File: config.mk
export PLATFORM = sky130hd
export DESIGN_NAME = fegro_top
export DESIGN_NICKNAME = d
export VERILOG_FILES = /design/src/fegro_pkg.sv /design/src/fegro_top.sv /design/src/fegro_mode_decode.sv /design/src/fegro_error_guard.sv
export VERILOG_INCLUDE_DIRS = /design/src
export SDC_FILE = /design/constraint.sdc
export NUM_CORES = 1
export LEC_CHECK = 0
export BUFFER_PORTS_ARGS = -buffer_cell sky130_fd_sc_hd__buf_2
export CORE_MARGIN = 4
export CORE_UTILIZATION = 38
export CTS_CLUSTER_DIAMETER = 60
export DETAILED_ROUTE_END_ITERATION = 10
export HOLD_SLACK_MARGIN = 0.15
export PLACE_DENSITY = 0.73
export SYNTH_ARGS = -nofsm -noshare
export SYNTH_HDL_FRONTEND = slang
export SYNTH_SLANG_ARGS = --single-unit
File: constraint.sdc
create_clock -name clock -period 1.6 [get_ports clock]
set_clock_uncertainty 0.1 [all_clocks]
set_input_delay 0.32 -clock clock [delete_from_list [all_inputs] [get_ports clock]]
set_output_delay 0.32 -clock clock [all_outputs]
set_load 0.01 [all_outputs]
File: src/fegro_defines.svh
// Purpose: offsets, field positions, reset values and counts of the flash guard block
// Assumes: byte addresses on a 32-bit Avalon-MM slave, 8-bit registers in the low byte
// Notes: header only, no logic
`ifndef FEGRO_DEFINES_SVH
`define FEGRO_DEFINES_SVH

// ==========================================================
// register byte offsets
`define FEGRO_OFS_MODE_CTRL     4'h0
`define FEGRO_OFS_ERASE_SEL     4'h4
`define FEGRO_OFS_OVL_CTRL      4'h8
`define FEGRO_OFS_ERR_STATUS    4'hc

// ==========================================================
// flash_mode_control fields
`define FEGRO_MC_HWE_BIT        7
`define FEGRO_MC_SWE_BIT        6
`define FEGRO_MC_ERASE_BIT      1
`define FEGRO_MC_PROG_BIT       0

// ==========================================================
// ram_overlay_control fields and fixed bits
`define FEGRO_OC_ENABLE_BIT     3
`define FEGRO_OC_WIN_HI_BIT     2
`define FEGRO_OC_WIN_LO_BIT     1
`define FEGRO_OC_FIXED_ONES     8'hf1

// ==========================================================
// flash_error_status fields and fixed bits
`define FEGRO_ES_FLAG_BIT       7
`define FEGRO_ES_FIXED_ONES     8'h7f

// ==========================================================
// reset values
`define FEGRO_ERASE_SEL_RESET   8'h00
`define FEGRO_OVL_BITS_RESET    3'h0

// ==========================================================
// memory map of the flash and the overlay window
`define FEGRO_BLK4_BASE         24'h001000
`define FEGRO_BLK5_BASE         24'h008000
`define FEGRO_BLK6_BASE         24'h010000
`define FEGRO_BLK7_BASE         24'h018000
`define FEGRO_FLASH_END         24'h01ffff
`define FEGRO_SMALL_BLK_SIZE    24'h000400
`define FEGRO_OVL_RAM_BASE      24'hfff800

// ==========================================================
// pin synchroniser depth
`define FEGRO_SYNC_STAGES       2

`endif

File: src/fegro_pkg.sv
// Purpose: shared types of the flash guard block
// Assumes: constants live in fegro_defines.svh
// Notes: types only
package fegro_pkg;

	// ==========================================================
	// register bus answer sequencing
	typedef enum logic [0:0]
	{
		BUS_IDLE,
		BUS_ANSWER
	} fegro_bus_type;

	// ==========================================================
	// decoded operating mode
	typedef enum logic [2:0]
	{
		MODE_OTHER,
		MODE_FIVE,
		MODE_SIX,
		MODE_SEVEN
	} fegro_mode_type;

endpackage

File: src/fegro_top.sv
// Purpose: erase block guard, RAM overlay and error lockout for on-chip flash
// Assumes: Avalon-MM slave with waitrequest, 32-bit data, byte addresses
// Notes: answers every access on the second cycle; unmapped reads give zero
//
// Design decisions made here: the Avalon-MM slave port and the placing of the registers.
`timescale 1ns/1ps
`include "fegro_defines.svh"

module fegro_top
	import fegro_pkg::*;
#(
	parameter int ADDR_W = 24
)
(
	input  wire logic              clock,
	input  wire logic              reset,
	input  wire logic [3:0]        address,
	input  wire logic              read,
	input  wire logic              write,
	input  wire logic [31:0]       writedata,
	input  wire logic [3:0]        byteenable,
	output logic [31:0]            readdata,
	output logic                   waitrequest,
	input  wire logic              hard_write_enable_pin,
	input  wire logic              mode_pin_2,
	input  wire logic              mode_pin_1,
	input  wire logic              mode_pin_0,
	input  wire logic              hardStandby,
	input  wire logic              softStandby,
	input  wire logic              flashRead,
	input  wire logic [ADDR_W-1:0] flashAddr,
	input  wire logic              exceptionStart,
	input  wire logic              exceptionExempt,
	input  wire logic              sleepExec,
	output logic                   programPermit,
	output logic                   erasePermit,
	output logic [7:0]             blockEraseEnable,
	output logic                   addrEraseGrant,
	output logic                   overlayHit,
	output logic [ADDR_W-1:0]      overlayRamAddr,
	output logic                   bootMode,
	output logic                   userProgramMode,
	output logic                   flash_error_flag
);
	import fegro_pkg::*;

	// ==========================================================
	// declarations
	logic [`FEGRO_SYNC_STAGES-1:0] hweSync_r;
	logic [`FEGRO_SYNC_STAGES-1:0] md2Sync_r;
	logic [`FEGRO_SYNC_STAGES-1:0] md1Sync_r;
	logic [`FEGRO_SYNC_STAGES-1:0] md0Sync_r;
	logic                          hwe;
	fegro_mode_type                opMode;
	fegro_bus_type                 busState_r;
	fegro_bus_type                 busState_nxt;
	logic [31:0]                   readdata_nxt;
	logic                          wrTake;
	logic                          lowLane;
	logic [7:0]                    wrByte;
	logic                          soft_write_enable_r;
	logic                          programActive_r;
	logic                          eraseActive_r;
	logic [7:0]                    block_pick_bits_r;
	logic                          overlay_enable_r;
	logic                          window_select_hi_r;
	logic                          window_select_lo_r;
	logic                          flashBusy;
	logic                          entryAllowed;
	logic                          eraseSelWritable;
	logic                          overlayWritable;
	logic                          readHitsOverlay;
	logic [7:0]                    modeCtrlView;
	logic [7:0]                    eraseSelView;
	logic [7:0]                    overlayView;
	logic [7:0]                    errStatusView;

	// ==========================================================
	// functions
	// which erase block holds an address, one-hot; zero outside flash
	function automatic logic [7:0] blockOf(input logic [ADDR_W-1:0] a);
		logic [23:0] w;
		logic [7:0]  hot;
		w   = 24'(a);
		hot = 8'h00;
		if (w > `FEGRO_FLASH_END)
		begin
			hot = 8'h00;
		end
		else if (w >= `FEGRO_BLK7_BASE)
		begin
			hot = 8'h80;
		end
		else if (w >= `FEGRO_BLK6_BASE)
		begin
			hot = 8'h40;
		end
		else if (w >= `FEGRO_BLK5_BASE)
		begin
			hot = 8'h20;
		end
		else if (w >= `FEGRO_BLK4_BASE)
		begin
			hot = 8'h10;
		end
		else
		begin
			hot = 8'h01 << w[11:10];
		end
		return hot;
	endfunction

	// does an address fall in the small block the overlay currently covers
	function automatic logic inWindow(input logic [ADDR_W-1:0] a, input logic en,
		input logic [1:0] sel);
		logic [23:0] w;
		w = 24'(a);
		return en && (w[23:12] == 12'h000) && (w[11:10] == sel);
	endfunction

	// ==========================================================
	// pin synchronisers
	always_ff @(posedge clock)
	begin
		if (reset)
		begin
			hweSync_r <= '0;
			md2Sync_r <= '0;
			md1Sync_r <= '0;
			md0Sync_r <= '0;
		end
		else
		begin
			hweSync_r <= {hweSync_r[0], hard_write_enable_pin};
			md2Sync_r <= {md2Sync_r[0], mode_pin_2};
			md1Sync_r <= {md1Sync_r[0], mode_pin_1};
			md0Sync_r <= {md0Sync_r[0], mode_pin_0};
		end
	end

	assign hwe = hweSync_r[1];

	fegro_mode_decode u_mode
	(
		.clock           (clock),
		.reset           (reset),
		.modePin2        (md2Sync_r[1]),
		.modePin1        (md1Sync_r[1]),
		.modePin0        (md0Sync_r[1]),
		.hardWriteEnable (hwe),
		.opMode          (opMode),
		.bootMode        (bootMode),
		.userProgramMode (userProgramMode)
	);

	// ==========================================================
	// mode gating
	assign eraseSelWritable = (opMode == MODE_FIVE) || (opMode == MODE_SEVEN);
	// mode six accepts the write though emulation is unsupported there
	assign overlayWritable  = eraseSelWritable || (opMode == MODE_SIX);
	assign flashBusy        = programActive_r || eraseActive_r;
	// overlay and error protection both lock out entry
	assign entryAllowed     = hwe && soft_write_enable_r && !flash_error_flag
		&& !overlay_enable_r;

	// ==========================================================
	// register bus: one wait cycle, then answer
	assign wrTake      = write && (busState_r == BUS_ANSWER);
	assign lowLane     = byteenable[0];
	assign wrByte      = writedata[7:0];
	assign waitrequest = (read || write) && (busState_r == BUS_IDLE);

	always_comb
	begin
		busState_nxt = BUS_IDLE;
		case (busState_r)
			BUS_IDLE:   busState_nxt = (read || write) ? BUS_ANSWER : BUS_IDLE;
			BUS_ANSWER: busState_nxt = BUS_IDLE;
			default:    busState_nxt = BUS_IDLE;
		endcase
	end

	always_ff @(posedge clock)
	begin
		if (reset)
		begin
			busState_r <= BUS_IDLE;
		end
		else
		begin
			busState_r <= busState_nxt;
		end
	end

	// ==========================================================
	// read views
	assign modeCtrlView  = {hwe, soft_write_enable_r, 4'h0, eraseActive_r,
		programActive_r};
	assign eraseSelView  = eraseSelWritable ? block_pick_bits_r : 8'h00;
	assign overlayView   = `FEGRO_OC_FIXED_ONES
		| ({8{overlayWritable}} & {4'h0, overlay_enable_r, window_select_hi_r,
		window_select_lo_r, 1'b0});
	assign errStatusView = `FEGRO_ES_FIXED_ONES | {flash_error_flag, 7'h00};

	always_comb
	begin
		readdata_nxt = 32'h0000_0000;
		case (address)
			`FEGRO_OFS_MODE_CTRL:  readdata_nxt = {24'h000000, modeCtrlView};
			`FEGRO_OFS_ERASE_SEL:  readdata_nxt = {24'h000000, eraseSelView};
			`FEGRO_OFS_OVL_CTRL:   readdata_nxt = {24'h000000, overlayView};
			`FEGRO_OFS_ERR_STATUS: readdata_nxt = {24'h000000, errStatusView};
			default:               readdata_nxt = 32'h0000_0000;
		endcase
	end

	always_ff @(posedge clock)
	begin
		if (reset)
		begin
			readdata <= 32'h0000_0000;
		end
		else if (read && (busState_r == BUS_IDLE))
		begin
			readdata <= readdata_nxt;
		end
	end

	// ==========================================================
	// flash_mode_control: soft enable and program/erase entry
	always_ff @(posedge clock)
	begin
		if (reset || hardStandby || softStandby || !hwe)
		begin
			soft_write_enable_r <= 1'b0;
		end
		else if (wrTake && lowLane && (address == `FEGRO_OFS_MODE_CTRL))
		begin
			soft_write_enable_r <= wrByte[`FEGRO_MC_SWE_BIT];
		end
	end

	// only one of program and erase may run; a trip of the flag ends both
	always_ff @(posedge clock)
	begin
		if (reset || hardStandby || softStandby || flash_error_flag || !hwe
			|| !soft_write_enable_r)
		begin
			programActive_r <= 1'b0;
			eraseActive_r   <= 1'b0;
		end
		else if (wrTake && lowLane && (address == `FEGRO_OFS_MODE_CTRL))
		begin
			programActive_r <= wrByte[`FEGRO_MC_PROG_BIT] && entryAllowed
				&& !wrByte[`FEGRO_MC_ERASE_BIT];
			eraseActive_r   <= wrByte[`FEGRO_MC_ERASE_BIT] && entryAllowed
				&& !wrByte[`FEGRO_MC_PROG_BIT];
		end
	end

	// ==========================================================
	// erase_block_select
	always_ff @(posedge clock)
	begin
		if (reset || hardStandby || softStandby || !hwe || !soft_write_enable_r)
		begin
			block_pick_bits_r <= `FEGRO_ERASE_SEL_RESET;
		end
		else if (!eraseSelWritable)
		begin
			block_pick_bits_r <= `FEGRO_ERASE_SEL_RESET;
		end
		else if (wrTake && lowLane && (address == `FEGRO_OFS_ERASE_SEL))
		begin
			block_pick_bits_r <= wrByte;
		end
	end

	// ==========================================================
	// ram_overlay_control: survives software standby
	always_ff @(posedge clock)
	begin
		if (reset || hardStandby || !overlayWritable)
		begin
			{overlay_enable_r, window_select_hi_r, window_select_lo_r}
				<= `FEGRO_OVL_BITS_RESET;
		end
		else if (wrTake && lowLane && (address == `FEGRO_OFS_OVL_CTRL))
		begin
			overlay_enable_r   <= wrByte[`FEGRO_OC_ENABLE_BIT];
			window_select_hi_r <= wrByte[`FEGRO_OC_WIN_HI_BIT];
			window_select_lo_r <= wrByte[`FEGRO_OC_WIN_LO_BIT];
		end
	end

	// ==========================================================
	// overlay remap toward the RAM window
	assign readHitsOverlay = inWindow(flashAddr, overlay_enable_r,
		{window_select_hi_r, window_select_lo_r});

	always_ff @(posedge clock)
	begin
		if (reset)
		begin
			overlayHit     <= 1'b0;
			overlayRamAddr <= '0;
		end
		else
		begin
			overlayHit     <= flashRead && readHitsOverlay;
			overlayRamAddr <= ADDR_W'(`FEGRO_OVL_RAM_BASE)
				| ADDR_W'(flashAddr[9:0]);
		end
	end

	// ==========================================================
	// error protection
	fegro_error_guard u_err
	(
		.clock           (clock),
		.reset           (reset),
		.hardStandby     (hardStandby),
		.flashBusy       (flashBusy),
		.flashRead       (flashRead),
		.readHitsOverlay (readHitsOverlay),
		.exceptionStart  (exceptionStart),
		.exceptionExempt (exceptionExempt),
		.sleepExec       (sleepExec),
		.errorFlag       (flash_error_flag)
	);

	// ==========================================================
	// permits toward the flash array
	always_ff @(posedge clock)
	begin
		if (reset)
		begin
			programPermit    <= 1'b0;
			erasePermit      <= 1'b0;
			blockEraseEnable <= 8'h00;
			addrEraseGrant   <= 1'b0;
		end
		else
		begin
			programPermit    <= programActive_r && entryAllowed;
			erasePermit      <= eraseActive_r && entryAllowed;
			blockEraseEnable <= block_pick_bits_r
				& {8{eraseActive_r && entryAllowed}};
			addrEraseGrant   <= eraseActive_r && entryAllowed
				&& ((blockOf(flashAddr) & block_pick_bits_r) != 8'h00);
		end
	end
endmodule

File: src/fegro_mode_decode.sv
// Purpose: decode synchronised mode pins into operating and programming modes
// Assumes: pins already passed two flip-flops
// Notes: outputs registered
`timescale 1ns/1ps
module fegro_mode_decode
	import fegro_pkg::*;
(
	input  wire logic            clock,
	input  wire logic            reset,
	input  wire logic            modePin2,
	input  wire logic            modePin1,
	input  wire logic            modePin0,
	input  wire logic            hardWriteEnable,
	output fegro_pkg::fegro_mode_type opMode,
	output logic                 bootMode,
	output logic                 userProgramMode
);
	logic [2:0]     pins;
	logic           bootPattern;
	fegro_mode_type mode_nxt;

	assign pins = {modePin2, modePin1, modePin0};
	// boot patterns carry mode pin 2 inverted
	assign bootPattern = (pins == 3'h1) || (pins == 3'h3);

	always_comb
	begin
		case (bootPattern ? {~modePin2, modePin1, modePin0} : pins)
			3'h5:    mode_nxt = MODE_FIVE;
			3'h6:    mode_nxt = MODE_SIX;
			3'h7:    mode_nxt = MODE_SEVEN;
			default: mode_nxt = MODE_OTHER;
		endcase
	end

	always_ff @(posedge clock)
	begin
		if (reset)
		begin
			opMode <= MODE_OTHER;
		end
		else
		begin
			opMode <= mode_nxt;
		end
	end

	// mode six never reaches the programming modes since its patterns differ
	always_ff @(posedge clock)
	begin
		if (reset)
		begin
			bootMode        <= 1'b0;
			userProgramMode <= 1'b0;
		end
		else
		begin
			bootMode        <= hardWriteEnable && bootPattern;
			userProgramMode <= hardWriteEnable && !bootPattern && pins[0]
				&& (pins[1] || !pins[1]) && pins[2];
		end
	end
endmodule

File: src/fegro_error_guard.sv
// Purpose: sticky flash error flag and error protection
// Assumes: event inputs come from logic on the same clock
// Notes: reset stands for watchdog and reset-pin resets
`timescale 1ns/1ps
module fegro_error_guard
(
	input  wire logic clock,
	input  wire logic reset,
	input  wire logic hardStandby,
	input  wire logic flashBusy,
	input  wire logic flashRead,
	input  wire logic readHitsOverlay,
	input  wire logic exceptionStart,
	input  wire logic exceptionExempt,
	input  wire logic sleepExec,
	output logic      errorFlag
);
	logic setEvent;

	// ==========================================================
	// error causes
	assign setEvent = (flashBusy && flashRead && !readHitsOverlay)
		|| (flashBusy && exceptionStart && !exceptionExempt)
		|| (flashBusy && sleepExec);

	// set wins over standby clear so no event is lost; software has no path
	always_ff @(posedge clock)
	begin
		if (reset)
		begin
			errorFlag <= 1'b0;
		end
		else if (setEvent)
		begin
			errorFlag <= 1'b1;
		end
		else if (hardStandby)
		begin
			errorFlag <= 1'b0;
		end
	end
endmodule

Word level (Yosys, flattened, before mapping)
Index checks and enable logic that the tools add are counted.
- output and inout bits: 72
- bits in writable memories: 0
- bits in latches: 0
- input bits: 78
- logic and storage cells: 122
- memories kept: 0
- bits in registers: 97
- memory bits (read-only): 0
- $lt $le $gt $ge: 5
- div/mod/pow operators: 0
- add/sub/neg operators: 0
- $mul: 0
- shifts and indexed selects: 1
- equal/unequal tests: 12
- reductions and logical operators: 59
- mux-type cells: 15
- bitwise logic cells: 6
- operators by type and width (kind ; number):
    $mux 8 ; 7
    $ge 24x17->1 const B ; 2
    $pmux 8 s4 ; 1
    $logic_and 1x1->1 ; 29
    $ge 24x13->1 const B ; 1
    $ge 24x16->1 const B ; 1
    $gt 24x17->1 const B ; 1
    $mux 24 ; 1
    $and 8x8->8 ; 2
    $logic_or 1x1->1 ; 15
    $logic_not 12->1 ; 1
    $logic_not 1->1 ; 10
    $eq 3x2->1 const B ; 3
    $eq 3x3->1 const B ; 3
    $eq 4x4->1 const B ; 2
    $reduce_bool 8->1 ; 1
    $shl 1x2->8 const A ; 1
    $eq 3x1->1 const B ; 2
    $pmux 2 s3 ; 1
    $and 4x4->4 ; 1
    $eq 4x3->1 const B ; 1
    $logic_not 4->1 ; 1
    $mux 1 ; 3
    $mux 3 ; 1
    other kinds (5) ; 7

Depth between registers and ports, before layout
Gate-level depths: netlist of run 1.
- depth after elaboration: 10
- depth in mapped cells: 6
- depth with buffers taken out: 4

Modules after synthesis
From an unflattened synthesis of run 1, not the netlist that was laid out.
- cell total of the unflattened synthesis: 250
- area, all modules: 2479.9 um^2
- modules (own cells, without submodules) (module ; area an instance (um^2) ; times used ; cells each):
    fegro_top ; 2294.7 ; 1 ; 233
    fegro_mode_decode ; 133.9 ; 1 ; 11
    fegro_error_guard ; 51.3 ; 1 ; 6

Worst setup path after synthesis of run 1
Ideal clock, no wire load.
- kind: in2reg
- start: in address[0]
- end: reg programActive_r
- data arrival time: 1.364 ns
- required time: 1.430 ns
- setup time: 0.070 ns
- stages on the path: 4
- path slack: 0.066 ns
- path through: and4bb_2 > nand3_2 > or4b_1 > a21oi_1
- longest elaborated chain between the ends: 2
- ends and longest elaborated chain (what ; RTL line ; text):
    from (decl) ; fegro_top.sv:17 ; input wire logic [3:0] address,
    $logic_not 4->1 ; - ;
    $logic_and 1x1->1 ; fegro_top.sv:252 ; else if (wrTake && lowLane && (address == `FEGRO_OFS_MODE_CTRL))
    to (signal assigned) ; fegro_top.sv:254 ; programActive_r <= wrByte[`FEGRO_MC_PROG_BIT] && entryAllowed
    to (decl) ; fegro_top.sv:62 ; logic programActive_r;
No other way between the ends.
A chain may end at the register's enable or synchronous reset.

Worst setup path in the final report of run 1
- start: reg busState_r
- end: reg programActive_r
- longest elaborated chain between the ends: 3
- ends and longest elaborated chain (what ; RTL line ; text):
    from (decl) ; fegro_top.sv:55 ; fegro_bus_type busState_r;
    from (signal assigned) ; fegro_top.sv:191 ; busState_r <= busState_nxt;
    $logic_and 1x1->1 ; fegro_top.sv:168 ; assign wrTake = write && (busState_r == BUS_ANSWER);
    $logic_and 1x1->1 (2 in series) ; fegro_top.sv:252 ;
No other way between the ends.

==> flow_summary.json, run 1 <==
{
  "outcome": "finished, final reports clean",
  "vdd.ir_drop.worst_uv": 628,
  "yosys-top-cells-area": "dfxtp_1 (49%), buf_4 (11%), nor2b_1 (6.4%)",
  "fillers": 566,
  "cts-htree-levels": 3,
  "grt.total_usage": 0.149,
  "synth_flop_cell": "dfxtp_1",
  "finalNetCount": 456,
  "synth_common_cells": "dfxtp_1 (59), buf_4 (37), nor2b_1 (25)",
  "die-area_mm2": 0.00775,
  "hold_path.class": "in -> reg",
  "avgRoutedWirePerCell_um": 12.7,
  "dpl.hpwl_um": 4390,
  "num_vias": 2035,
  "fin_util": 0.549,
  "critPathSlowestCell": "or4b_1",
  "whs_path_depth": 3,
  "fin_setup_tns_ns": 0,
  "holdWs_ns": 0.166,
  "synth_edf_count": 0,
  "grt_pass1_wl_um": 8710,
  "drive_above_1_share": 0.363,
  "syn_area_mm2": 0.00243,
  "grt_pass1_vias": 1913,
  "core.rowCount": 28,
  "timing.final.crit_share": 0.956,
  "antenna_cells": 0,
  "design.core.area_mm2": 0.00606,
  "synth_top_area_cell": "dfxtp_1",
  "power_frac_seq": 0.486,
  "avgSynthCellArea_um2": 9.62,
  "hold_viol": 0,
  "grt_max_degree": 16,
  "drv_slew": 0,
  "clock_latency_ns": 0.33,
  "initial_core_util": 0.402,
  "drt_wl_total_um": 5790,
  "clock_path_buffers": 2,
  "netlist_instances": 253,
  "setup_ws_ns": 0.0700,
  "dp_slack_ns": -0.0986,
  "worst_ep_required_time_ns": 1.76,
  "post_cts_buffers": 0,
  "max_cap_violations": 0,
  "yosysWarnings": 0,
  "fmax_mhz": 654,
  "antenna_left": 0,
  "ys_seq_area_frac": 0.485,
  "antenna_found_initial": 0,
  "fin_crit_ns": 1.53,
  "start_kind": "flip-flop",
  "power.density_mw_per_mm2": 936,
  "synth.top_cell.area_share": 0.485,
  "switchingPower_mw": 0.749,
  "worst-r2r-cell-count": 4,
  "worstPathMaxFanout": 4,
  "synthMostInstantiatedCell": "dfxtp_1",
  "critical_path_cell_count": 4,
  "setup_viol": 0,
  "ios": 150,
  "critPathTopFamily": "simple AND/OR/NAND/NOR gates",
  "cts_num_sinks": 59,
  "p_comb_frac": 0.096,
  "switching_share": 0.241,
  "critPathKind": "reg -> reg",
  "leakage_nw": 1.62,
  "max_stage_delay_ns": 0.51,
  "tritoncts": "built",
  "stdcell_count": 458,
  "via_per_inst": 4.44,
  "cts_buffers": 9,
  "clkPwrFrac": 0.418,
  "first_pass_iters": 4,
  "crit_buf_inv": 0,
  "dp.cells": 423,
  "cp_data_arrival_time_ns": 1.69,
  "p_int_mw": 2.36,
  "drc": 0,
  "first_iter_violations": 66,
  "routabilityCongestion": 0.848,
  "cts-root-buf": "clkbuf_8",
  "grt_setup_unrepaired": "no",
  "grt.overflow.total": 0,
  "io_buffers": 97,
  "worstPathCellList": "and4bb_2 -> nand3_2 -> or4b_1 -> a21oi_1",
  "clkSlewWorstSetupHoldPaths_ns": 0.07,
  "area.growth.synth_to_final_pct": 36.6,
  "ys_ff_latch": 59,
  "ys_types": 47,
  "end_kind": "flip-flop",
  "die_y_um": 88.0,
  "die_w_um": 88.0,
  "async_flop_share": 0
}
## area by class of cell
| class | instances | area, um2 | area share |
|---|---|---|---|
| clock buffers | 9 | 124 | 0.0373 |
| well taps | 75 | 93.8 | 0.0282 |
| inverters | 5 | 18.8 | 0.00565 |
| clock inverters | 7 | 68.8 | 0.0207 |
| multi-input cells | 168 | 1020 | 0.306 |
| repair buffers | 135 | 818 | 0.246 |
| flip-flops and latches | 59 | 1180 | 0.356 |
## timing repair
item,in CTS,in global routing
hold buffers,19,0
setup endpoints to repair,0,2
gates resized for setup,0,2
endpoints found under the hold margin,20,0
## stage by stage
stage          power [mW]  cell area [um2]
2_1_floorplan        1.73             2520
3_3_place_gp         1.80             2940
3_5_place_dp         1.81             2940
4_1_cts              3.16             3320
5_1_grt              3.28             3320
6_report             3.11             3320
## per-layer routing
metal | part of all wire | vias up | global-route usage
met1 | 0.42 | 911 | 0.182
met5 | 0 | - | 0
li1 | - | 1049 | -
met4 | 0.010 | 0 | 0.0577
met2 | 0.50 | 69 | 0.243
met3 | 0.075 | 6 | 0.0499
## cell families (layout without fill, tap and decap cells)
group | Yosys count | in the layout | synth area share
muxes | 15 | 15 | 0.0673
DFF | 59 | 59 | 0.485
other | 1 | 25 | 0.00154
AOI/OAI and AO/OA | 32 | 32 | 0.0890
and+or+nand+nor | 94 | 94 | 0.214
xor gates and xnor gates | 2 | 2 | 0.00720
buffers and inverters | 50 | 156 | 0.135
## cells in the final DEF, fill, tap and decap left out, types with 2 or more instances in the layout
cell	n
buf_2	97
dfxtp_1	58
nor2b_1	25
conb_1	25
nor2_1	21
dlygate4sd3_1	19
buf_4	19
nand2_1	13
mux2i_1	13
a21oi_1	10
clkbuf_8	9
and2_1	7
o21ai_0	6
inv_1	5
nand3_1	4
nor3_1	4
a21o_1	3
clkinv_2	3
nor3b_1	2
xnor2_1	2
nand4_1	2
nand2b_1	2
and3_1	2
a311oi_1	2
a41oi_1	2
clkinvlp_4	2
## tightest hold or removal path: stages
cell and delay, ns:
buf_2 0.10, mux2i_1 0.06, nor2_1 0.08
## flip-flops by register name, summed over array words and instances, names as in the netlist
| name | flops |
|---|---|
| readdata | 8 |
| u_mode.opMode | 2 |
| u_mode.userProgramMode | 1 |
| erasePermit | 1 |
| overlay_enable_r | 1 |
| hweSync_r | 2 |
| md2Sync_r | 2 |
| overlayRamAddr | 11 |
| u_err.errorFlag | 1 |
| soft_write_enable_r | 1 |
| window_select_hi_r | 1 |
| programPermit | 1 |
| block_pick_bits_r | 8 |
| busState_r | 1 |
| u_mode.bootMode | 1 |
| addrEraseGrant | 1 |
| window_select_lo_r | 1 |
| programActive_r | 1 |
| overlayHit | 1 |
| eraseActive_r | 1 |
| blockEraseEnable | 8 |
| md1Sync_r | 2 |
| md0Sync_r | 2 |
## final timing paths
path / slack (ns) / startpoint / to
setup / recovery: 0.07 / busState_r / programActive_r
hold / removal: 0.17 / writedata[6] / block_pick_bits_r[6]
setup reg to reg: 0.07 / busState_r / programActive_r
hold reg to reg: 0.32 / busState_r / busState_r
## power by group through the flow
stage	Combinational [mW]	Clock, mW	Sequential, mW
floorplan	0.180	0	1.55
global placement	0.257	0	1.54
detailed placement	0.260	0	1.55
CTS	0.296	1.35	1.51
global route	0.328	1.44	1.52
finish	0.298	1.30	1.51
Note: power is estimated with default switching activity, not from simulation.
==> run 2, diff against run 1 <==
--- a/config.mk
+++ b/config.mk
@@ -8,11 +8,11 @@
 export LEC_CHECK = 0
 export BUFFER_PORTS_ARGS = -buffer_cell sky130_fd_sc_hd__buf_2
 export CORE_MARGIN = 4
-export CORE_UTILIZATION = 38
-export CTS_CLUSTER_DIAMETER = 60
+export CORE_UTILIZATION = 40
+export CTS_BUF_LIST = sky130_fd_sc_hd__clkbuf_8
 export DETAILED_ROUTE_END_ITERATION = 10
 export HOLD_SLACK_MARGIN = 0.15
-export PLACE_DENSITY = 0.73
+export PLACE_DENSITY = 0.76
 export SYNTH_ARGS = -nofsm -noshare
 export SYNTH_HDL_FRONTEND = slang
 export SYNTH_SLANG_ARGS = --single-unit
==> flow_summary.json, run 2 (synthesis gave the netlist of run 1 again) <==
{
  "max_cap_violations": 0,
  "power_mw": 3.46,
  "io_buffers": 97,
  "hold_path.class": "in -> reg",
  "startpoint": "busState_r",
  "setup_ws_ns": 0.0456,
  "cp_data_arrival_time_ns": 1.72,
  "design.core.area_mm2": 0.00592,
  "finalNetCount": 456,
  "critPathSlowestCell": "or4b_4",
  "largest_reg_flops": 11,
  "outcome": "finished, final reports clean",
  "final_cell_mix": "buf_2 (97), dfxtp_1 (58), nor2b_1 (25), conb_1 (25), nor2_1 (21)",
  "mostFrequentLayoutCell": "buf_2",
  "regArea_mm2": 0.00118,
  "holdWs_ns": 0.165,
  "grt_pass1_vias": 1917,
  "crit_buf_inv": 0,
  "dpl.hpwl_um": 4360,
  "antenna_left": 0,
  "die_y_um": 86,
  "stdcell_count": 458,
  "ios": 150,
  "p_comb_frac": 0.088,
  "fin_crit_ns": 1.55,
  "regMostFlops": "overlayRamAddr",
  "fillers": 531,
  "clock_path_buffers": 2,
  "critPathTopFamily": "simple AND/OR/NAND/NOR gates",
  "setup_viol": 0,
  "multi_input_comb_area_mm2": 0.00105,
  "grt_max_degree": 21,
  "max_stage_delay_ns": 0.53,
  "area.growth.synth_to_final_pct": 40.1,
  "antenna_found_initial": 0,
  "grt_pass1_wl_um": 8940,
  "routabilityCongestion": 0.888,
  "fmax_mhz": 643,
  "power.density_mw_per_mm2": 1020,
  "switching_share": 0.215,
  "power_frac_seq": 0.436,
  "hold_viol": 0,
  "cts_buffers": 9,
  "grt.overflow.total": 0,
  "core.rowCount": 28,
  "leakage_nw": 1.65,
  "end_kind": "flip-flop",
  "clkSlewWorstSetupHoldPaths_ns": 0.07,
  "timing.final.crit_share": 0.971,
  "avgRoutedWirePerCell_um": 12.8,
  "vdd.ir_drop.worst_uv": 871,
  "drive_above_1_share": 0.368,
  "first_pass_iters": 4,
  "antenna_cells": 0,
  "first_iter_violations": 72,
  "start_kind": "flip-flop",
  "cts-htree-levels": 3,
  "worstPathCellList": "and4bb_2 -> nand3_4 -> or4b_4 -> a21oi_2",
  "drc": 0,
  "clock_latency_ns": 0.33,
  "worstPathMaxFanout": 5,
  "drt_wl_total_um": 5880,
  "switchingPower_mw": 0.746,
  "cts_num_sinks": 59,
  "worst_ep_required_time_ns": 1.77,
  "worstHoldStart": "writedata[6]",
  "tritoncts": "built",
  "critPathKind": "reg -> reg",
  "r2r-start": "busState_r",
  "die_w_um": 86,
  "grt.total_usage": 0.155,
  "drv_slew": 0,
  "fin_setup_tns_ns": 0,
  "clkPwrFrac": 0.476,
  "dp_slack_ns": -0.105,
  "num_vias": 2052,
  "via_per_inst": 4.48,
  "cts-root-buf": "clkbuf_8",
  "dp.cells": 422,
  "initial_core_util": 0.411,
  "die-area_mm2": 0.00740,
  "p_int_mw": 2.72
}
run 2: routing by layer:
metal | share of wire | wire length, um | vias up | global-route usage
li1 | - | - | 1047 | -
met1 | 0.39 | 2270 | 918 | 0.178
met2 | 0.52 | 3040 | 80 | 0.261
met3 | 0.084 | 491 | 7 | 0.0567
met4 | 0.013 | 76 | 0 | 0.0619
met5 | 0 | 0 | - | 0
run 2: what timing repair did:
item / CTS / global route
hold buffers: 19 / 0
setup endpoints to repair: 1 / 3
pin swaps: 1 / 1
endpoints found under the hold margin: 19 / 0
resized for setup: 1 / 7
buffers inserted: 0 / 1
run 2: power groups by stage:
| stage | clock [mW] | combinational (mW) | sequential, mW |
|---|---|---|---|
| after global placement | 0 | 0.255 | 1.54 |
| final | 1.65 | 0.304 | 1.51 |
| after CTS | 1.68 | 0.295 | 1.51 |
| after global routing | 1.76 | 0.333 | 1.51 |
| after detailed placement | 0 | 0.259 | 1.55 |
| after floorplan | 0 | 0.180 | 1.55 |
run 2: cell type report:
cell class              count  area share
clock buffers              10      0.0404
clock inverters             6      0.0308
inverters                   5     0.00550
multi-input cells         168       0.309
flip-flops and latches     59       0.347
well taps                  75      0.0275
repair buffers            135       0.240
run 2: worst register-to-register path, delay by kind of cell, from the launching register on:
family | cells | cell delay, ns
AOI/OAI and AO/OA | 1 | 0.14
DFF | 1 | 0.33
and+or+nand+nor | 3 | 0.93
run 2: worst paths after layout:
path | slack [ns] | depth (start not counted) | to
min | 0.16 | 3 | block_pick_bits_r[6]
max reg2reg | 0.05 | 4 | programActive_r
max | 0.05 | 4 | programActive_r
min reg2reg | 0.33 | 1 | u_mode.bootMode
run 2: through the flow:
stage	util	instance area, um2
2_1_floorplan	-	2520
3_3_place_gp	0.495	2930
3_5_place_dp	0.495	2930
4_1_cts	0.568	3360
5_1_grt	0.576	3410
6_report	0.576	3410
